### src/rtl/flash_seq_pkg.sv
// constants, register map and types of the flash write/erase sequencer
package flash_seq_pkg;
    // -----------------------------------------------------------------
    // timing
    // -----------------------------------------------------------------
    localparam int CLK_MHZ = 125;
    localparam int ERASE_TIME_US = 12000;
    localparam int WRITE_TIME_NS = 50000;
    localparam logic [23:0] ERASE_CYCLES = 24'(ERASE_TIME_US * CLK_MHZ);
    localparam logic [23:0] WRITE_CYCLES = 24'((WRITE_TIME_NS * CLK_MHZ + 999) / 1000);
    localparam int CNT_W = 24;

    // -----------------------------------------------------------------
    // register offsets (byte addresses)
    // -----------------------------------------------------------------
    localparam logic [7:0] OFS_PROGRAM_STORE_CONTROL = 8'h00;
    localparam logic [7:0] OFS_SCALE = 8'h04;
    localparam logic [7:0] OFS_CACHE = 8'h08;
    localparam logic [7:0] OFS_BANK = 8'h0c;
    localparam logic [7:0] OFS_STATUS = 8'h10;
    localparam logic [7:0] OFS_ERASE_CNT = 8'h14;
    localparam logic [7:0] OFS_WRITE_CNT = 8'h18;

    // -----------------------------------------------------------------
    // field positions and reset values
    // -----------------------------------------------------------------
    localparam int REDIRECT_BIT = 0;
    localparam int ERASE_EN_BIT = 1;
    localparam int SCRATCH_BIT = 2;
    localparam int SW_WE_BIT = 0;
    localparam int BLOCK_BIT = 0;
    localparam int BANK_LSB = 4;
    localparam int BUSY_BIT = 0;
    localparam logic [2:0] PROGRAM_STORE_CONTROL_RST = 3'h0;
    localparam logic SW_WE_RST = 1'b0;
    localparam logic BLOCK_RST = 1'b0;
    localparam logic [1:0] BANK_RST = 2'h1;

    // -----------------------------------------------------------------
    // flash address space
    // -----------------------------------------------------------------
    localparam logic [17:0] SCRATCH_BASE = 18'h20000;
    localparam logic [7:0] SCRATCH_HI = 8'h00;
    localparam logic [15:0] BOTH_PAGES_ADDR = 16'h0400;
    localparam logic [17:0] MAIN_PAGE_MASK = 18'h3fc00;
    localparam logic [17:0] SCRATCH_PAGE_MASK = 18'h3ff80;
    localparam logic [17:0] WORD_MASK = 18'h3fffc;
    localparam logic [7:0] ERASED_BYTE = 8'hff;

    typedef enum logic [1:0] {
        ST_IDLE = 2'b00,
        ST_ERASE = 2'b01,
        ST_PROG = 2'b10
    } state_t;
endpackage

### src/rtl/op_timer_if.sv
// carrier between the sequencer and its operation timer
`timescale 1ns/1ps
interface op_timer_if;
    logic start;
    logic [23:0] cycles;
    logic busy;
    logic done;
    modport seq (output start, output cycles, input busy, input done);
    modport timer (input start, input cycles, output busy, output done);
endinterface

### src/rtl/op_timer.sv
// cycle counter that times one erase or programming pulse
`timescale 1ns/1ps
module op_timer (
    input wire logic SYS_CLK_I,
    input wire logic SYS_RST_I,
    op_timer_if.timer tmr
);
    import flash_seq_pkg::*;

    logic busy_reg;
    logic [CNT_W-1:0] cnt_reg;

    // -----------------------------------------------------------------
    // countdown: busy for exactly cycles clocks, zero counts as one
    // -----------------------------------------------------------------
    always_ff @(posedge SYS_CLK_I or posedge SYS_RST_I) begin
        if (SYS_RST_I) begin
            busy_reg <= 1'b0;
            cnt_reg <= '0;
        end else if (tmr.start && !busy_reg) begin
            busy_reg <= 1'b1;
            cnt_reg <= (tmr.cycles == '0) ? CNT_W'(1) : tmr.cycles;
        end else if (tmr.done) begin
            busy_reg <= 1'b0;
            cnt_reg <= '0;
        end else if (busy_reg) begin
            cnt_reg <= cnt_reg - CNT_W'(1);
        end
    end

    assign tmr.busy = busy_reg;
    assign tmr.done = busy_reg && (cnt_reg == CNT_W'(1));
endmodule // op_timer

### src/rtl/flash_write_erase_sequencer.sv
// flash write/erase sequencer: apb registers, address map, block buffer
//
// Notes on behaviour
// - erase clears whole 1024-byte main page
// - scratchpad is 0x20000-0x200ff, two 128-byte pages
// - erase when enables set and byte written
// - scratch select plus 0x0400 erases both pages
// - scratch select maps low 256 addresses
// - instruction fetches never reach the scratchpad
// - bank field picks upper window bank
// - control bits sit at fixed positions
// - byte mode or four/two-byte block mode
// - block program uses single program time
// - byte mode write launches one program
// - code block buffered, programmed after 11b
// - scratch block programmed after 1b byte
// - redirect steers data writes to flash
// - busy flag high during any operation
// - data reads always go to ram
// - redirect bit cleared only by software
`timescale 1ns/1ps
module flash_write_erase_sequencer #(
    parameter logic [23:0] ERASE_CYCLES_P = flash_seq_pkg::ERASE_CYCLES,
    parameter logic [23:0] WRITE_CYCLES_P = flash_seq_pkg::WRITE_CYCLES
) (
    input wire logic SYS_CLK_I,
    input wire logic SYS_RST_I,
    input wire logic PSEL_I,
    input wire logic PENABLE_I,
    input wire logic PWRITE_I,
    input wire logic [7:0] PADDR_I,
    input wire logic [31:0] PWDATA_I,
    output logic [31:0] PRDATA_O,
    output logic PREADY_O,
    output logic PSLVERR_O,
    input wire logic DATA_WR_I,
    input wire logic DATA_RD_I,
    input wire logic [15:0] DATA_ADDR_I,
    input wire logic [7:0] DATA_WDATA_I,
    output logic RAM_WR_O,
    output logic RAM_RD_O,
    output logic CPU_WAIT_O,
    input wire logic CODE_RD_I,
    input wire logic CODE_FETCH_I,
    input wire logic [15:0] CODE_ADDR_I,
    output logic CODE_RD_O,
    output logic [17:0] CODE_LIN_ADDR_O,
    output logic FLASH_ERASE_O,
    output logic FLASH_ERASE_BOTH_O,
    output logic FLASH_PROG_O,
    output logic [17:0] FLASH_ADDR_O,
    output logic [31:0] FLASH_WDATA_O,
    output logic [3:0] FLASH_BYTE_EN_O,
    output logic FLASH_BUSY_O
);
    import flash_seq_pkg::*;

    op_timer_if tmr();

    logic [2:0] program_store_control_reg;
    logic sw_we_reg;
    logic block_reg;
    logic [1:0] bank_reg;
    logic [CNT_W-1:0] erase_cnt_reg;
    logic [CNT_W-1:0] write_cnt_reg;
    logic [31:0] prdata_reg;
    state_t state_reg;
    logic [31:0] buf_reg;
    logic [3:0] buf_en_reg;
    logic [17:0] fl_addr_reg;
    logic [31:0] fl_data_reg;
    logic [3:0] fl_en_reg;
    logic both_reg;
    logic code_rd_reg;
    logic [17:0] code_addr_reg;

    logic redirect;
    logic erase_en;
    logic scratch_sel;
    logic busy;
    logic apb_setup;
    logic apb_access;
    logic mapped;
    logic flash_wr;
    logic in_scratch;
    logic erase_go;
    logic erase_both;
    logic prog_go;
    logic blk_last;
    logic [17:0] lin_addr;
    logic [17:0] erase_addr;
    logic [31:0] merged;
    logic [3:0] merged_en;
    logic [31:0] lane_data;
    logic [3:0] lane_en;

    // -----------------------------------------------------------------
    // control bits
    // -----------------------------------------------------------------
    assign redirect = program_store_control_reg[REDIRECT_BIT];
    assign erase_en = program_store_control_reg[ERASE_EN_BIT];
    assign scratch_sel = program_store_control_reg[SCRATCH_BIT];
    assign busy = (state_reg != ST_IDLE);

    // -----------------------------------------------------------------
    // apb slave: zero wait states, error on unmapped offset
    // -----------------------------------------------------------------
    assign apb_setup = PSEL_I && !PENABLE_I;
    assign apb_access = PSEL_I && PENABLE_I;
    always_comb begin
        case (PADDR_I)
            OFS_PROGRAM_STORE_CONTROL, OFS_SCALE, OFS_CACHE, OFS_BANK,
            OFS_STATUS, OFS_ERASE_CNT, OFS_WRITE_CNT: mapped = 1'b1;
            default: mapped = 1'b0;
        endcase
    end
    assign PREADY_O = 1'b1;
    assign PSLVERR_O = apb_access && !mapped;
    assign PRDATA_O = prdata_reg;

    always_ff @(posedge SYS_CLK_I or posedge SYS_RST_I) begin
        if (SYS_RST_I) begin
            program_store_control_reg <= PROGRAM_STORE_CONTROL_RST;
            sw_we_reg <= SW_WE_RST;
            block_reg <= BLOCK_RST;
            bank_reg <= BANK_RST;
            erase_cnt_reg <= ERASE_CYCLES_P;
            write_cnt_reg <= WRITE_CYCLES_P;
        end else if (apb_access && PWRITE_I) begin
            // redirect changes only here, never by hardware
            case (PADDR_I)
                OFS_PROGRAM_STORE_CONTROL: program_store_control_reg <= PWDATA_I[2:0];
                OFS_SCALE: sw_we_reg <= PWDATA_I[SW_WE_BIT];
                OFS_CACHE: block_reg <= PWDATA_I[BLOCK_BIT];
                OFS_BANK: bank_reg <= PWDATA_I[BANK_LSB +: 2];
                OFS_ERASE_CNT: erase_cnt_reg <= PWDATA_I[CNT_W-1:0];
                OFS_WRITE_CNT: write_cnt_reg <= PWDATA_I[CNT_W-1:0];
                default: ;
            endcase
        end
    end

    always_ff @(posedge SYS_CLK_I or posedge SYS_RST_I) begin
        if (SYS_RST_I) begin
            prdata_reg <= 32'h0;
        end else if (apb_setup) begin
            prdata_reg <= 32'h0;
            case (PADDR_I)
                OFS_PROGRAM_STORE_CONTROL: prdata_reg[2:0] <= program_store_control_reg;
                OFS_SCALE: prdata_reg[SW_WE_BIT] <= sw_we_reg;
                OFS_CACHE: prdata_reg[BLOCK_BIT] <= block_reg;
                OFS_BANK: prdata_reg[BANK_LSB +: 2] <= bank_reg;
                OFS_STATUS: prdata_reg[BUSY_BIT] <= busy;
                OFS_ERASE_CNT: prdata_reg[CNT_W-1:0] <= erase_cnt_reg;
                OFS_WRITE_CNT: prdata_reg[CNT_W-1:0] <= write_cnt_reg;
                default: ;
            endcase
        end
    end

    // -----------------------------------------------------------------
    // data-space address map
    // -----------------------------------------------------------------
    assign in_scratch = scratch_sel && (DATA_ADDR_I[15:8] == SCRATCH_HI);
    always_comb begin
        if (in_scratch) begin
            lin_addr = SCRATCH_BASE | {10'h0, DATA_ADDR_I[7:0]};
        end else if (DATA_ADDR_I[15]) begin
            lin_addr = {1'b0, bank_reg, DATA_ADDR_I[14:0]};
        end else begin
            lin_addr = {3'b000, DATA_ADDR_I[14:0]};
        end
    end

    // ram sees reads always, writes only while not redirected
    assign RAM_RD_O = DATA_RD_I;
    assign RAM_WR_O = DATA_WR_I && !redirect;
    assign CPU_WAIT_O = busy;

    // write reaches flash only with both enables and an idle array
    assign flash_wr = DATA_WR_I && redirect && sw_we_reg && !busy;
    assign erase_go = flash_wr && erase_en;
    assign erase_both = scratch_sel && (DATA_ADDR_I == BOTH_PAGES_ADDR);
    always_comb begin
        if (erase_both) begin
            erase_addr = SCRATCH_BASE;
        end else if (in_scratch) begin
            erase_addr = lin_addr & SCRATCH_PAGE_MASK;
        end else begin
            erase_addr = lin_addr & MAIN_PAGE_MASK;
        end
    end

    // -----------------------------------------------------------------
    // byte lanes and block buffer
    // -----------------------------------------------------------------
    always_comb begin
        lane_data = {4{ERASED_BYTE}};
        lane_en = 4'h0;
        lane_data[DATA_ADDR_I[1:0]*8 +: 8] = DATA_WDATA_I;
        lane_en[DATA_ADDR_I[1:0]] = 1'b1;
    end

    // block closes on the 11b byte in code space, 1b in scratchpad
    assign blk_last = in_scratch ? DATA_ADDR_I[0] : (&DATA_ADDR_I[1:0]);
    always_comb begin
        merged = buf_reg;
        merged_en = buf_en_reg | lane_en;
        merged[DATA_ADDR_I[1:0]*8 +: 8] = DATA_WDATA_I;
        if (!block_reg) begin
            merged = lane_data;
            merged_en = lane_en;
        end
    end
    assign prog_go = flash_wr && !erase_en && (!block_reg || blk_last);

    always_ff @(posedge SYS_CLK_I or posedge SYS_RST_I) begin
        if (SYS_RST_I) begin
            buf_reg <= {4{ERASED_BYTE}};
            buf_en_reg <= 4'h0;
        end else if (prog_go || !block_reg) begin
            buf_reg <= {4{ERASED_BYTE}};
            buf_en_reg <= 4'h0;
        end else if (flash_wr && !erase_en) begin
            buf_reg[DATA_ADDR_I[1:0]*8 +: 8] <= DATA_WDATA_I;
            buf_en_reg[DATA_ADDR_I[1:0]] <= 1'b1;
        end
    end

    // -----------------------------------------------------------------
    // operation sequencing
    // -----------------------------------------------------------------
    assign tmr.start = erase_go || prog_go;
    // one program pulse per block, same length as a single byte
    assign tmr.cycles = erase_go ? erase_cnt_reg : write_cnt_reg;

    always_ff @(posedge SYS_CLK_I or posedge SYS_RST_I) begin
        if (SYS_RST_I) begin
            state_reg <= ST_IDLE;
        end else begin
            case (state_reg)
                ST_IDLE: begin
                    if (erase_go) begin
                        state_reg <= ST_ERASE;
                    end else if (prog_go) begin
                        state_reg <= ST_PROG;
                    end
                end
                ST_ERASE, ST_PROG: begin
                    if (tmr.done) begin
                        state_reg <= ST_IDLE;
                    end
                end
                default: state_reg <= ST_IDLE;
            endcase
        end
    end

    always_ff @(posedge SYS_CLK_I or posedge SYS_RST_I) begin
        if (SYS_RST_I) begin
            fl_addr_reg <= 18'h0;
            fl_data_reg <= {4{ERASED_BYTE}};
            fl_en_reg <= 4'h0;
            both_reg <= 1'b0;
        end else if (erase_go) begin
            fl_addr_reg <= erase_addr;
            fl_data_reg <= {4{ERASED_BYTE}};
            fl_en_reg <= 4'h0;
            both_reg <= erase_both;
        end else if (prog_go) begin
            fl_addr_reg <= lin_addr & WORD_MASK;
            fl_data_reg <= merged;
            fl_en_reg <= merged_en;
            both_reg <= 1'b0;
        end
    end

    assign FLASH_ERASE_O = (state_reg == ST_ERASE);
    assign FLASH_PROG_O = (state_reg == ST_PROG);
    assign FLASH_ERASE_BOTH_O = both_reg && (state_reg == ST_ERASE);
    assign FLASH_ADDR_O = fl_addr_reg;
    assign FLASH_WDATA_O = fl_data_reg;
    assign FLASH_BYTE_EN_O = fl_en_reg;
    assign FLASH_BUSY_O = busy;

    // -----------------------------------------------------------------
    // code-space reads; fetches bypass the scratchpad
    // -----------------------------------------------------------------
    always_ff @(posedge SYS_CLK_I or posedge SYS_RST_I) begin
        if (SYS_RST_I) begin
            code_rd_reg <= 1'b0;
            code_addr_reg <= 18'h0;
        end else begin
            code_rd_reg <= CODE_RD_I;
            if (CODE_RD_I) begin
                if (scratch_sel && !CODE_FETCH_I && (CODE_ADDR_I[15:8] == SCRATCH_HI)) begin
                    code_addr_reg <= SCRATCH_BASE | {10'h0, CODE_ADDR_I[7:0]};
                end else if (CODE_ADDR_I[15]) begin
                    code_addr_reg <= {1'b0, bank_reg, CODE_ADDR_I[14:0]};
                end else begin
                    code_addr_reg <= {3'b000, CODE_ADDR_I[14:0]};
                end
            end
        end
    end
    assign CODE_RD_O = code_rd_reg;
    assign CODE_LIN_ADDR_O = code_addr_reg;

    op_timer u_timer (
        .SYS_CLK_I(SYS_CLK_I),
        .SYS_RST_I(SYS_RST_I),
        .tmr(tmr.timer)
    );
endmodule // flash_write_erase_sequencer

### config.mk
export PLATFORM = sky130hd
export DESIGN_NAME = flash_write_erase_sequencer
export DESIGN_NICKNAME = d
export VERILOG_FILES = /design/src/rtl/flash_seq_pkg.sv /design/src/rtl/op_timer_if.sv /design/src/rtl/op_timer.sv /design/src/rtl/flash_write_erase_sequencer.sv
export SDC_FILE = /design/constraint.sdc
export NUM_CORES = 1
export LEC_CHECK = 0
export ABC_AREA = 0
export BUFFER_PORTS_ARGS = -buffer_cell sky130_fd_sc_hd__buf_2
export CAP_MARGIN = 20
export CORE_MARGIN = 10
export CORE_UTILIZATION = 29
export DETAILED_ROUTE_END_ITERATION = 8
export GPL_ROUTABILITY_DRIVEN = 0
export PLACE_DENSITY = 0.45
export SLEW_MARGIN = 20
export SYNTH_ARGS = -nofsm -noshare
export SYNTH_HDL_FRONTEND = slang
export SYNTH_SLANG_ARGS = --single-unit
export TNS_END_PERCENT = 20
### constraint.sdc
create_clock -name SYS_CLK_I -period 15.6 [get_ports SYS_CLK_I]
set_clock_uncertainty 0.1 [all_clocks]
set_input_delay 1.56 -clock SYS_CLK_I [delete_from_list [all_inputs] [get_ports SYS_CLK_I]]
set_output_delay 1.56 -clock SYS_CLK_I [all_outputs]
set_load 0.02 [all_outputs]
== Word level (Yosys, flattened, before mapping) ==
Index checks and enable logic that the tools add are counted.

* Register bits: 216
* Output and inout port bits: 114

* Add/sub/neg operators: 2
* $lt $le $gt $ge: 2
* Eq/ne operators: 12
* Shifts and indexed selects: 2
* Muxes and demuxes: 41
* Bitwise operators: 3
* Reduce and logical (&&, ||, !) cells: 50

{| class="wikitable"
|+ Operator list
! kind !! number
|-
| $mux W32 || 5
|-
| $mux W24 || 5
|-
| $mux W18 || 5
|-
| $pmux W18 S2 || 1
|-
| $mux W17 || 2
|-
| $neg A5 Y34 || 1
|-
| $shift A8 B34 Y32 const A || 1
|-
| $shiftx A8 B34 Y32 || 1
|-
| $bwmux W32 || 1
|-
| $not A32 Y32 || 1
|-
| $or A32 B32 Y32 || 1
|-
| $eq A24 B1 Y1 const B || 1
|-
| $eq A8 B5 Y1 const B || 3
|-
| $logic_not A24 Y1 || 1
|-
| $logic_not A8 Y1 || 3
|-
| $sub A24 B1 Y24 const B || 1
|-
| $mux W4 || 5
|-
| $logic_and A1 B1 Y1 || 19
|-
| $eq A16 B11 Y1 const B || 1
|-
| $eq A8 B4 Y1 const B || 2
|-
| $reduce_and A2 Y1 || 8
|-
| $pmux W2 S3 || 2
|-
| $mux W10 || 1
|-
| $eq A8 B3 Y1 const B || 1
|-
| other kinds (20) || 40
|}

== Depth between registers and ports, before layout ==
Gate-level depths: netlist (run 1).

* Depth after elaboration: 8
* Gate-level depth with buffers: 10

== By module ==
Synthesis (run 1) repeated with hierarchy kept, for this count alone.

* Cells, all modules: 1028
* Area total of the unflattened synthesis: 10827.9 um^2

{| class="wikitable"
|+ By module, submodules not included
! module !! instances !! cells each !! area an instance (um^2)
|-
| flash_write_erase_sequencer || 1 || 843 || 9131.3
|-
| op_timer || 1 || 185 || 1696.6
|}

== Worst setup path after synthesis (run 1) ==
Ideal clock, no wire load.

* Path kind: input port to output port
* Start point: input PADDR_I[1]
* End point: output PSLVERR_O
* Data arrival time: 2.400 ns
* Data required time: 13.940 ns
* Slack: 11.540 ns
* Stages: 3
* Buffers on the path: 0
* Cell sequence: or4_4 > nor2_1 > a21oi_1

* Word-level cells in the longest chain between the ends: 5
* Elaborated cells on any way between the ends: 11

{| class="wikitable"
|+ RTL lines
! element !! RTL line !! text
|-
| from (decl) || flash_write_erase_sequencer.sv:31 || <nowiki>input wire logic [7:0] PADDR_I,</nowiki>
|-
| $eq A8 B5 Y1 (tied with other cells) || flash_write_erase_sequencer.sv:111 || <nowiki>case (PADDR_I)</nowiki>
|-
| $reduce_or A7 Y1 (*) || flash_write_erase_sequencer.sv:111 ||
|-
| $mux W1 (*) || flash_write_erase_sequencer.sv:111 ||
|-
| $logic_not A1 Y1 (*) || flash_write_erase_sequencer.sv:118 || <nowiki>assign PSLVERR_O = apb_access && !mapped;</nowiki>
|-
| $logic_and A1 B1 Y1 (*) || flash_write_erase_sequencer.sv:118 ||
|-
| to (decl) || flash_write_erase_sequencer.sv:35 || <nowiki>output logic PSLVERR_O,</nowiki>
|}

Mark *: on every way between the ends. The rest lies on a longest branch, timed or not.

== Worst setup path in the final report (run 1) ==
Same ends and word-level chain as after synthesis.

==> results of run 1 <==
## layer usage
metal	wire length [µm]	share of wire	up-vias	track usage
met3	1650	0.052	41	0.0315
met5	27	0.00085	-	0
met1	14700	0.46	4011	0.194
li1	-	-	3828	-
met2	14800	0.46	181	0.216
met4	608	0.019	4	0.0340
## final cells by class
class | instances | area [µm²]
fillers | 3684 | 23100
flip-flops and latches | 214 | 5460
multi-input cells | 659 | 4550
repair buffers | 190 | 973
clock buffers | 46 | 817
well taps | 461 | 577
inverters | 20 | 82.6
clock inverters | 3 | 43.8
## cell families after synthesis
logic type,count (synthesis),share of synthesized area
adders and majority gates,13,0.0156
muxes,96,0.102
DFF,214,0.522
AOI/OAI and AO/OA,247,0.166
other,2,0.000718
buffers and inverters,92,0.0463
xor gates and xnor gates,8,0.00670
and+or+nand+nor,284,0.140
## cell usage after synthesis (3+ instances only)
library cell | count | area [µm²]
sky130_fd_sc_hd__a211oi_1 | 6 | 45.0
sky130_fd_sc_hd__a21oi_1 | 30 | 150
sky130_fd_sc_hd__a22o_1 | 6 | 52.6
sky130_fd_sc_hd__a22oi_1 | 25 | 188
sky130_fd_sc_hd__a31oi_1 | 5 | 31.3
sky130_fd_sc_hd__a41oi_1 | 3 | 26.3
sky130_fd_sc_hd__and2_1 | 6 | 37.5
sky130_fd_sc_hd__and3_1 | 7 | 43.8
sky130_fd_sc_hd__and4_1 | 4 | 35.0
sky130_fd_sc_hd__buf_1 | 3 | 11.3
sky130_fd_sc_hd__buf_2 | 15 | 75.1
sky130_fd_sc_hd__buf_4 | 16 | 120
sky130_fd_sc_hd__buf_6 | 8 | 90.1
sky130_fd_sc_hd__clkbuf_1 | 30 | 113
sky130_fd_sc_hd__dfrtp_1 | 133 | 3330
sky130_fd_sc_hd__dfstp_2 | 81 | 2130
sky130_fd_sc_hd__ha_1 | 13 | 163
sky130_fd_sc_hd__inv_1 | 20 | 75.1
sky130_fd_sc_hd__mux2_2 | 77 | 867
sky130_fd_sc_hd__mux2i_1 | 18 | 180
sky130_fd_sc_hd__nand2_1 | 111 | 417
sky130_fd_sc_hd__nand2b_1 | 6 | 37.5
sky130_fd_sc_hd__nand3_1 | 37 | 185
sky130_fd_sc_hd__nand3b_1 | 3 | 22.5
sky130_fd_sc_hd__nand4_1 | 9 | 56.3
sky130_fd_sc_hd__nor2_1 | 34 | 128
sky130_fd_sc_hd__nor2b_1 | 3 | 18.8
sky130_fd_sc_hd__nor3_1 | 13 | 65.1
sky130_fd_sc_hd__nor3b_1 | 4 | 30.0
sky130_fd_sc_hd__nor4_1 | 21 | 131
sky130_fd_sc_hd__o211a_1 | 3 | 30.0
sky130_fd_sc_hd__o211ai_1 | 22 | 165
sky130_fd_sc_hd__o21a_1 | 5 | 37.5
sky130_fd_sc_hd__o21ai_0 | 68 | 340
sky130_fd_sc_hd__o22a_1 | 34 | 298
sky130_fd_sc_hd__o22ai_1 | 8 | 50.1
sky130_fd_sc_hd__o31a_1 | 6 | 52.6
sky130_fd_sc_hd__o31ai_1 | 4 | 30.0
sky130_fd_sc_hd__or4_1 | 4 | 30.0
sky130_fd_sc_hd__xnor2_1 | 4 | 35.0
sky130_fd_sc_hd__xor2_1 | 4 | 35.0
## report_power, final
part,total (mW),switching [mW],internal (mW)
Sequential,0.572,0.00679,0.565
Combinational,0.0812,0.0542,0.0270
Clock,0.611,0.242,0.369
## metrics by stage
step / area [µm²] / std cells / worst slack, ps / utilization
2_1_floorplan: 10500 / 965 / 8220 / -
3_3_place_gp: 11600 / 1544 / 10840 / 0.327
3_5_place_dp: 11600 / 1544 / 10810 / 0.327
4_1_cts: 12500 / 1593 / 11310 / 0.351
5_1_grt: 12500 / 1593 / 11200 / 0.351
6_report: 12500 / 1593 / 11300 / 0.351
## worst min-delay path by stage
| stage | to | slack, ps | from | cells after the start |
|---|---|---|---|---|
| floorplan | both_reg$_DFFE_PP0P_ | 350 | both_reg$_DFFE_PP0P_ | 1 |
| global placement | PRDATA_O[10]$_DFFE_PP0P_ | 360 | PRDATA_O[10]$_DFFE_PP0P_ | 2 |
| detailed placement | PRDATA_O[11]$_DFFE_PP0P_ | 370 | PRDATA_O[11]$_DFFE_PP0P_ | 2 |
| CTS | PRDATA_O[11]$_DFFE_PP0P_ | 380 | PRDATA_O[11]$_DFFE_PP0P_ | 2 |
| global route | FLASH_WDATA_O[19]$_DFFE_PP1P_ | 390 | FLASH_WDATA_O[19]$_DFFE_PP1P_ | 2 |
| finish | PRDATA_O[21]$_DFFE_PP0P_ | 370 | PRDATA_O[21]$_DFFE_PP0P_ | 2 |
## cell usage in the layout (no fill, tap or decap), drive strengths merged, types with 14 or more instances in the layout
| master | netlist | final |
|---|---|---|
| nor4 | 23 | 23 |
| a22oi | 25 | 25 |
| mux2i | 18 | 18 |
| dfstp | 81 | 81 |
| a21oi | 31 | 31 |
| o22a | 34 | 34 |
| nand3 | 37 | 37 |
| nor2 | 36 | 36 |
| nor3 | 14 | 14 |
| inv | 20 | 21 |
| nand2 | 113 | 113 |
| o211ai | 22 | 22 |
| buf | 42 | 190 |
| mux2 | 77 | 77 |
| dfrtp | 133 | 133 |
| o21ai | 69 | 69 |
| clkbuf | 30 | 46 |
## critical path, cell delays in order
cell,delay [ps]
sky130_fd_sc_hd__buf_2,100
sky130_fd_sc_hd__or4_4,570
sky130_fd_sc_hd__nor2_1,160
sky130_fd_sc_hd__a21oi_1,90
sky130_fd_sc_hd__buf_2,160
==> run summary, run 1 <==
First-pass GRT wire length: 50100 µm. The max-slew violation total from the final report is 0. Endpoint of the lowest-slack register-to-register path: u_timer.cnt_reg[17]$_DFFE_PP0P_.

Setup total negative slack on the finished layout was measured at 0 ps. Total number of placement rows: 69. In this run, post-CTS repair resized a total of 0 instances. Summed over all cells, the static leakage comes to 5.55 nW. The run finished with clean final reports.

The repair_antennas step left the layout with diodes totalling 0. The cell count after synthesis came out at 956. The root buffer cell was sky130_fd_sc_hd__clkbuf_16. The deepest level of the CTS H-tree was 1. The first routing iteration left 513 violations. The clock period could shrink to 4300 ps. After synthesis the netlist holds a flip-flop and latch count of 214. The floorplan die area was 44000 µm². The maximum vdd drop is 0.0000865 V. The post-route fraction of the period consumed by the critical path came out at 0.276. Yosys printed 0 warnings. For the worst setup slack for register-to-register paths, the log shows 12660 ps.

The fraction of the yosys area taken by sequential cells was 0.522; the die boundary height was 210 µm. The initial antenna violation count came out at 2. The min-delay analysis places its worst path in the category reg -> reg.

Max-cap violations in this run came to 0. The total CTS buffers is 27, and the post-detailed-route DRC marker count is 0. The count of nets left with antenna violations after detail routing was 0; the global route total overflow was 0. The areal power density over the cells works out to 101 nW/µm².

The maximum fanout along the worst path was 3. In the routed layout, each cell is associated on average with a via count of 5.06. Counting flops with a built-in enable in the synthesized netlist gives 0. The tools report the destination of the critical timing path as PSLVERR_O. For the peak clock frequency supported by timing, the log shows 233 MHz. Setup repair after global routing left no endpoint under its margin. The netlist uses 78 different library cells. The detailed router placed 8065 vias in this run. Counting along the longest clock path gives a buffer depth of 3. Entering global routing, the biggest net connects 98 pins. The synthesized area per cell came out at 10.9 µm². In this run the critical register-to-register path is launched from u_timer.cnt_reg[12]$_DFFE_PP0P_.

Hold is met by 371 ps. After clock tree synthesis, the clock-pin slew on the worst setup and hold paths is 50 ps. Detailed placer's ending HPWL: 22500 µm. The run gives 35600 µm² as the area of the core region. The final hold violation count is 0, and the routed wirelength normalized by instance count is 19.9 µm. Clock insertion delay at the later pin of the skew report: 540 ps. The number of hold buffers added after CTS was 0. Synthesized area: 10500 µm².

For this run, the post-layout net count is 1214. The logic depth of the worst register-to-register path is 5. The critical path endpoint category is a primary output.

The data required time at the worst endpoint is 13940 ps. The critical path startpoint category was an input pin. In this run the tool buffered the top-level ports with 181 buffer cells. The final layout contains routed wiring with a total length of 31800 µm. The critical path starts at PADDR_I[1]. Buffers added to address setup during post-CTS repair amount to 0.

The logs give 2640 ps for the data arrival time of the critical path and 0.294 for the starting density of the core. The leading register cell type out of synthesis is sky130_fd_sc_hd__dfrtp_1. The via count of the first global-routing pass is 8211. For the pin with the worst max-slew slack, the measured transition is 1040 ps. For the number of top-level pins, the log shows 203. Counting every sink on the clock net gives 214. The run gives 0.307 as the worst slew slack as a fraction of its limit. Critical path class: in -> out. The proportion of synthesized flip-flops having asynchronous set or reset was 1.00; the fraction of final layout cells with drive strength greater than 1 was 0.360.

The area growth from synthesis to layout is 19.6%. For the total global routing track utilization, the log shows 0.140. The total power was 1.26 mW.

TritonCTS built the clock tree. The pre-antenna-repair detailed-routing pass consisted of 5 iterations. The count of endpoints failing setup in the final report was 0; the width of the die was 210 µm.
Note: power is estimated with default switching activity, not from simulation.
==> run 2: changes to the inputs <==
==> constraint.sdc (replaced) <==
create_clock -name SYS_CLK_I -period 4.5 [get_ports SYS_CLK_I]
set_clock_uncertainty 0.1 [all_clocks]
set_input_delay 0.45 -clock SYS_CLK_I [delete_from_list [all_inputs] [get_ports SYS_CLK_I]]
set_output_delay 0.45 -clock SYS_CLK_I [all_outputs]
set_load 0.02 [all_outputs]
==> run 2 against run 1 <==
Against the previous run:
- critical path type is now reg -> reg
- first-iteration DRC count down 14%
- largest cell class unchanged
- setup slack worse by 9700 ps
- count of clock-buffer cells in the layout down 6
- final area up 0.63%
- flip-flop and latch count unchanged
- final cell count up 0.13%
- utilization up 0.22 points
- worst hold slack worse by 350 ps
- critical path depth unchanged
- non-clock buffer count up 4
- register-to-register slack worse by 11000 ps
==> run summary, run 2 (synthesis results as in run 1) <==
The flow ran to the end, and the final reports show no timing, DRC or antenna violations. The post-route fraction of the period consumed by the critical path was 0.648. VDD sags by at most 0.000260 V. Walking the worst path, the cells encountered are or4_1 > nor4_2 > nand3_1 > and4b_1 > a211o_1. The cell family contributing the most delay on the critical path is simple AND/OR/NAND/NOR gates.

TritonCTS created 26 clock buffers. The tools report the post-detailed-route DRC marker count as 0. CTS placed an instance of sky130_fd_sc_hd__clkbuf_16 at the clock tree root.

Critical path startpoint category: a flip-flop. For the post-layout utilization of the core, the log shows 0.354. The reported max-cap violation count came out at 0. The tools report the deepest level of the CTS H-tree as 1. Counting along the longest clock path gives a buffer depth of 3. Before CTS, the worst setup slack after placement is 1490 ps. The detailed router finished its first iteration with 443 violations.

Among all stages on the critical path, the largest delay is contributed by sky130_fd_sc_hd__nand3_1. For the count of nets left with antenna violations after detail routing, the log shows 0. The worst setup path is of the reg -> reg kind. The first global-routing pass estimated 51000 µm of wire. TritonCTS built the clock tree. The run gives 3689 as the number of filler instances in the final layout. For the starting density of the core, the log shows 0.294. The worst slew slack as a fraction of its limit is 0.416, and the final period demand of the worst path is 2910 ps.

Routed wirelength normalized by instance count: 20.0 µm. The max-slew violation total from the final report is 0, and the smallest setup slack after layout is 1590 ps. The worst setup path is captured at a flip-flop.

Registers take 5460 µm². The critical path crosses 5 cells after its start point. Clock-pin slew was measured on the worst setup and hold paths at 60 ps. Static timing analysis puts the maximum clock frequency at 343 MHz.

In this run the static leakage power is 5.58 nW. The die is 210 µm tall. Data on the critical path is required at its endpoint by 4830 ps. During I/O placement, the number of pins put on the boundary was 203. The actual slew at the worst max-slew pin was 874 ps.

The tools report the area of the core region as 35600 µm². During placement, the flow inserted port buffers numbering 181. Setup violations remaining at the end of the flow were counted as 0. The tools report the post-placement cell area as 11700 µm². Adding up every negative setup slack in the final design gives 0 ps. Setup repair after global routing left no endpoint under its margin.

The logic depth of the worst register-to-register path was 5; the clock insertion delay at the later pin of the skew report was 550 ps. The logs give 0 for the final hold violation count and 12600 µm² for the final standard cell area without fillers. The total setup buffers inserted after CTS was 0; the width of the die was 210 µm.

The via count was 8081; the final wirelength was 31900 µm. The leading cell type in the layout, fill and taps excluded was sky130_fd_sc_hd__buf_2. The maximum fanout along the worst path is 12, and the via count of the first global-routing pass is 8485. The areal power density over the cells was 354 nW/µm².

The fraction of final layout cells with drive strength greater than 1 was 0.363; the post-detailed-route via-to-cell ratio was 5.07. Floorplan die area: 44000 µm². The library cells used most frequently in the layout, excluding fill and tap cells, are sky130_fd_sc_hd__buf_2 (181), sky130_fd_sc_hd__dfrtp_1 (133), sky130_fd_sc_hd__nand2_1 (111), sky130_fd_sc_hd__dfstp_2 (81), sky130_fd_sc_hd__mux2_2 (77). At the end of the flow, the number of nets in the layout was 1217. Once detailed placement completed, the half-perimeter wirelength came to 22800 µm.

The run gives 122 as the largest net degree at the start of global routing. The antenna diode count is 0. For the worst setup path, the data arrival time is 3250 ps. Summed over all layers, the global routing overflow is 0. The clock sink count came out at 214. The combined area of the multi-input logic cells was 4550 µm²; the length of the first detailed-routing pass in iterations was 5. The min-delay analysis places its worst path in the category in -> async.

Together, buffers and inverters on the worst path number 0. The maximum single-stage delay on the critical path is 590 ps, and the total global routing track utilization is 0.142. The initial antenna violation count came out at 2. Row generation in the floorplan step produced 69 rows. The signed area change from the synthesized netlist to the final layout works out to 20.3%.
## run 2: cell types whose count changed in the layout (fill, tap and decap cells not counted), moves of 2 or more
cell                        previous run  this run
sky130_fd_sc_hd__clkbuf_1             12         9
sky130_fd_sc_hd__clkbuf_8              7         4
sky130_fd_sc_hd__buf_12                0         2
sky130_fd_sc_hd__bufinv_16             1         3
sky130_fd_sc_hd__clkinv_2              1         3
## run 2: final timing paths
kind                       slack (ps)                         endpoint                            start
setup / recovery                 1590  u_timer.cnt_reg[17]$_DFFE_PP0P_  u_timer.cnt_reg[12]$_DFFE_PP0P_
hold / removal                     30  CODE_LIN_ADDR_O[11]$_DFFE_PP0P_                        SYS_RST_I
setup reg to reg                 1590  u_timer.cnt_reg[17]$_DFFE_PP0P_  u_timer.cnt_reg[12]$_DFFE_PP0P_
hold reg to reg                   370          PRDATA_O[7]$_DFFE_PP0P_          PRDATA_O[7]$_DFFE_PP0P_
max in group asynchronous        3740          PRDATA_O[1]$_DFFE_PP0P_                        SYS_RST_I
min in group SYS_CLK_I             30   CODE_LIN_ADDR_O[0]$_DFFE_PP0P_                   CODE_ADDR_I[0]
## run 2: worst reg2reg max path, stage by stage (launching register included)
cell and delay, ps:
sky130_fd_sc_hd__dfrtp_1 420, sky130_fd_sc_hd__or4_1 580, sky130_fd_sc_hd__nor4_2 410, sky130_fd_sc_hd__nand3_1 600, sky130_fd_sc_hd__and4b_1 420, sky130_fd_sc_hd__a211o_1 260
## run 2: final cells by class
type                    instances  area share
multi-input cells             659       0.362
clock buffers                  40      0.0608
inverters                      20     0.00627
clock inverters                 7     0.00965
repair buffers                194      0.0820
flip-flops and latches        214       0.434
well taps                     461      0.0459
## run 2: through the flow
step                      hold WS (ps)  instances  power [mW]
after floorplan                    349        965        2.18
after global placement             357       1547        2.30
after detailed placement           368       1547        2.30
after CTS                         5.11       1595        4.52
after global routing              12.2       1595        4.64
final                             25.8       1595        4.45
## run 2: what timing repair did
action / CTS / global route
resized for setup: 0 / 0
endpoints found under the hold margin: 1 / 0
hold buffers: 1 / 0
## run 2: routing by layer
metal	part of all wire	GRT usage	wire length (µm)	up-vias
li1	-	-	-	3827
met5	0.0011	0	34	-
met3	0.050	0.0310	1610	35
met4	0.014	0.0290	441	4
met2	0.47	0.227	15000	155
met1	0.46	0.192	14800	4060
## run 2: where the power goes
part / switching, mW / internal, mW
registers: 0.0240 / 1.96
clock network: 0.845 / 1.34
logic: 0.188 / 0.0969
total: 1.06 / 3.39
==> run 3: changes to the inputs <==
--- a/config.mk
+++ b/config.mk
@@ -12,7 +12,7 @@
 export CORE_UTILIZATION = 29
 export DETAILED_ROUTE_END_ITERATION = 8
 export GPL_ROUTABILITY_DRIVEN = 0
-export PLACE_DENSITY = 0.45
+export PLACE_DENSITY = 0.47
 export SLEW_MARGIN = 20
 export SYNTH_ARGS = -nofsm -noshare
 export SYNTH_HDL_FRONTEND = slang
==> constraint.sdc (replaced) <==
create_clock -name SYS_CLK_I -period 2.45 [get_ports SYS_CLK_I]
set_clock_uncertainty 0.1 [all_clocks]
set_input_delay 0.245 -clock SYS_CLK_I [delete_from_list [all_inputs] [get_ports SYS_CLK_I]]
set_output_delay 0.245 -clock SYS_CLK_I [all_outputs]
set_load 0.02 [all_outputs]
==> run 3 against run 2 <==
Against the previous run:
- sequential power rose by 84%
- global-route usage up 0.24 points
- power grew 85%
- worst hold slack better by 1.8 ps
- register-to-register slack worse by 1400 ps
- die area unchanged
- largest cell class unchanged
- highest routed layer is now met4
==> run summary, run 3 (synthesis results as in run 1) <==
The run finished with clean final reports. Post-placement setup slack: 34.8 ps. The number of antenna diodes in the final layout is 0. The smallest setup slack after layout came out at 58.1 ps. Max-cap violations in this run came to 0. Counting cells, the worst reg-to-reg path comes to 6. The first TritonRoute pass finished after 7 iterations. The worst hold path belongs to the class in -> async.

The area of the core region is 35600 µm². Global routing finished with a remaining overflow of 0. The final standard cell area without fillers is 13700 µm². The logs give 0 ps for the total negative setup slack and 2770 ps for the data required time at the worst endpoint. The via count of the first global-routing pass came out at 9047. Across the VDD grid, the largest voltage drop is 0.000514 V.

The clock drives 214 sinks. The initial antenna violation count is 0. The run gives 0 as the count of nets left with antenna violations after detail routing. The post-route fraction of the period consumed by the critical path was 0.976.

The tools report the number of nets in the finished design as 1333. The logs give 0 for the final hold violation count and 0.294 for the starting density of the core. The worst setup path is captured at a flip-flop. For this design the total switching power over the nets is 1.97 mW. Summed over all nets, the half-perimeter wirelength after detailed placement is 23300 µm. Maximum fanout along the worst path: 4. The run gives 0.077 as the relative contribution of combinational cells to total power.

The routed design could run at a clock period as short as 2390 ps. The worst register-to-register path begins at program_store_control_reg[2]$_DFFE_PP0P_. Number of buffer cells added on primary ports: 181. The launch point of the critical path is DATA_ADDR_I[8]. The worst setup path is of the in -> reg kind. The number of filler instances in the final layout is 3580, and the post-detailed-route via-to-cell ratio is 4.96.

Once placement finished, the instance area stood at 12200 µm². The run gives 69 as the total number of placement rows. For the register share of total power, the log shows 0.442.

The clock insertion delay at the later pin of the skew report is 540 ps, and the first-pass GRT wire length is 52500 µm. The data arrival time of the critical path was 2710 ps; the cell internal power dissipation was 6.27 mW. The die covers 44000 µm². In the layout the commonest cells are sky130_fd_sc_hd__buf_2 (181), sky130_fd_sc_hd__dfrtp_1 (133), sky130_fd_sc_hd__nand2_1 (109), sky130_fd_sc_hd__dfstp_2 (81), sky130_fd_sc_hd__mux2_2 (77). The leakage power figure is 6.16 nW. The violation count after the first detailed-routing iteration was 537. The net switching fraction of the power came out at 0.239.

The tools report the critical path startpoint category as an input pin. From bottom edge to top edge, the die measures 210 µm. The max-slew violation total from the final report was 0; the worst slew slack as a fraction of its limit was 0.529.

Leaving out fill and tap cells, the most frequent cell in the layout is sky130_fd_sc_hd__buf_2. The signed area change from the synthesized netlist to the final layout is 31.2%. In the routed design, unresolved DRC markers number 0. In this run the clock root is driven by a sky130_fd_sc_hd__clkbuf_16. The areal power density over the cells is 601 nW/µm². The clock transition at the register clock pins on the worst setup and hold paths after CTS was 60 ps; the share of total power in the clock network was 0.481. TritonCTS built the clock tree.

The worst setup slack for register-to-register paths came out at 150 ps. Setup violations remaining at the end of the flow were counted as 0. The via count came out at 8500.

The endpoint identified for the worst register-to-register timing path is u_timer.cnt_reg[17]$_DFFE_PP0P_. The largest net degree at the start of global routing is 66. At the pin with the least slew margin, the transition time is 701 ps. The total global routing track utilization was 0.144.

The destination of the critical timing path is u_timer.cnt_reg[17]$_DFFE_PP0P_. The deepest level of the CTS H-tree was 1; the total power was 8.24 mW. The final wirelength was 32100 µm; the maximum root-to-sink buffer count was 3. After detailed routing, the average wire length per cell comes to 18.7 µm.

The fraction of final layout cells with drive strength greater than 1 works out to 0.388. In this run the horizontal extent of the chip is 210 µm. Timing would allow up to 418 MHz. In this run the count of I/O pins placed on the die edge is 203.

Clock tree synthesis inserted a total of 26 buffers.
[run 3: changes by cell type in the layout (fill, tap and decap cells not counted), moves of 4 or more]
| cell | delta |
|---|---|
| sky130_fd_sc_hd__buf_12 | +6 |
| sky130_fd_sc_hd__buf_4 | +54 |
| sky130_fd_sc_hd__clkbuf_1 | -6 |
| sky130_fd_sc_hd__clkbuf_8 | +4 |
| sky130_fd_sc_hd__dlygate4sd3_1 | +56 |
[run 3: how the worst min path moves through the flow]
stage	start	to	slack (ps)	cells past startpoint
after floorplan	CODE_RD_I	CODE_RD_O$_DFF_PP0_	180	0
after global placement	PRDATA_O[21]$_DFFE_PP0P_	PRDATA_O[21]$_DFFE_PP0P_	360	2
after detailed placement	PRDATA_O[13]$_DFFE_PP0P_	PRDATA_O[13]$_DFFE_PP0P_	370	2
after CTS	DATA_WDATA_I[0]	buf_reg[24]$_DFFE_PP1P_	20	4
after global routing	DATA_WDATA_I[1]	buf_reg[25]$_DFFE_PP1P_	50	4
final	SYS_RST_I	FLASH_WDATA_O[6]$_DFFE_PP1P_	30	2
[run 3: power by group through the flow]
| stage | combinational [mW] | clock, mW | sequential [mW] |
|---|---|---|---|
| floorplan | 0.285 | 0 | 3.73 |
| global placement | 0.566 | 0 | 3.70 |
| detailed placement | 0.568 | 0 | 3.70 |
| CTS | 0.639 | 4.10 | 3.64 |
| global route | 0.701 | 4.27 | 3.65 |
| finish | 0.633 | 3.96 | 3.64 |
[run 3: metal layers]
layer  GRT usage  share of wire  vias up
li1            -              -     4054
met2       0.235           0.47      192
met4      0.0285          0.015        0
met1       0.194           0.46     4220
met5           0              0        -
met3      0.0304          0.054       34
[run 3: layout make-up]
class                      instances  area, µm²  share of cell area
timing repair buffer             310       2120               0.154
multi-input combinational        659       4580               0.334
clock inverter                    11        128             0.00931
tap                              461        577              0.0421
inverter                          20       78.8             0.00575
clock buffer                      37        772              0.0563
sequential                       214       5460               0.398
[run 3: metrics by stage]
step | std cells | hold WS (ps) | utilization
after floorplan | 965 | 176 | -
after global placement | 1606 | 357 | 0.343
after detailed placement | 1606 | 365 | 0.343
after CTS | 1711 | 20.1 | 0.384
after global routing | 1712 | 54.4 | 0.385
final | 1712 | 27.5 | 0.385
[run 3: critical path: stages]
cell                            delay [ps]
sky130_fd_sc_hd__dlygate4sd3_1         520
sky130_fd_sc_hd__buf_2                 120
sky130_fd_sc_hd__or4_1                 590
sky130_fd_sc_hd__o31ai_1               400
sky130_fd_sc_hd__and2_2                330
sky130_fd_sc_hd__buf_4                 140
sky130_fd_sc_hd__o31ai_1                70
sky130_fd_sc_hd__a211o_1               290
[run 3: timing repair]
item / 4_1_cts / 5_1_grt
endpoints found under the setup margin: 0 / 27
buffers inserted: 0 / 1
endpoints found under the hold margin: 90 / 0
resized for setup: 0 / 10
hold buffers: 57 / 0
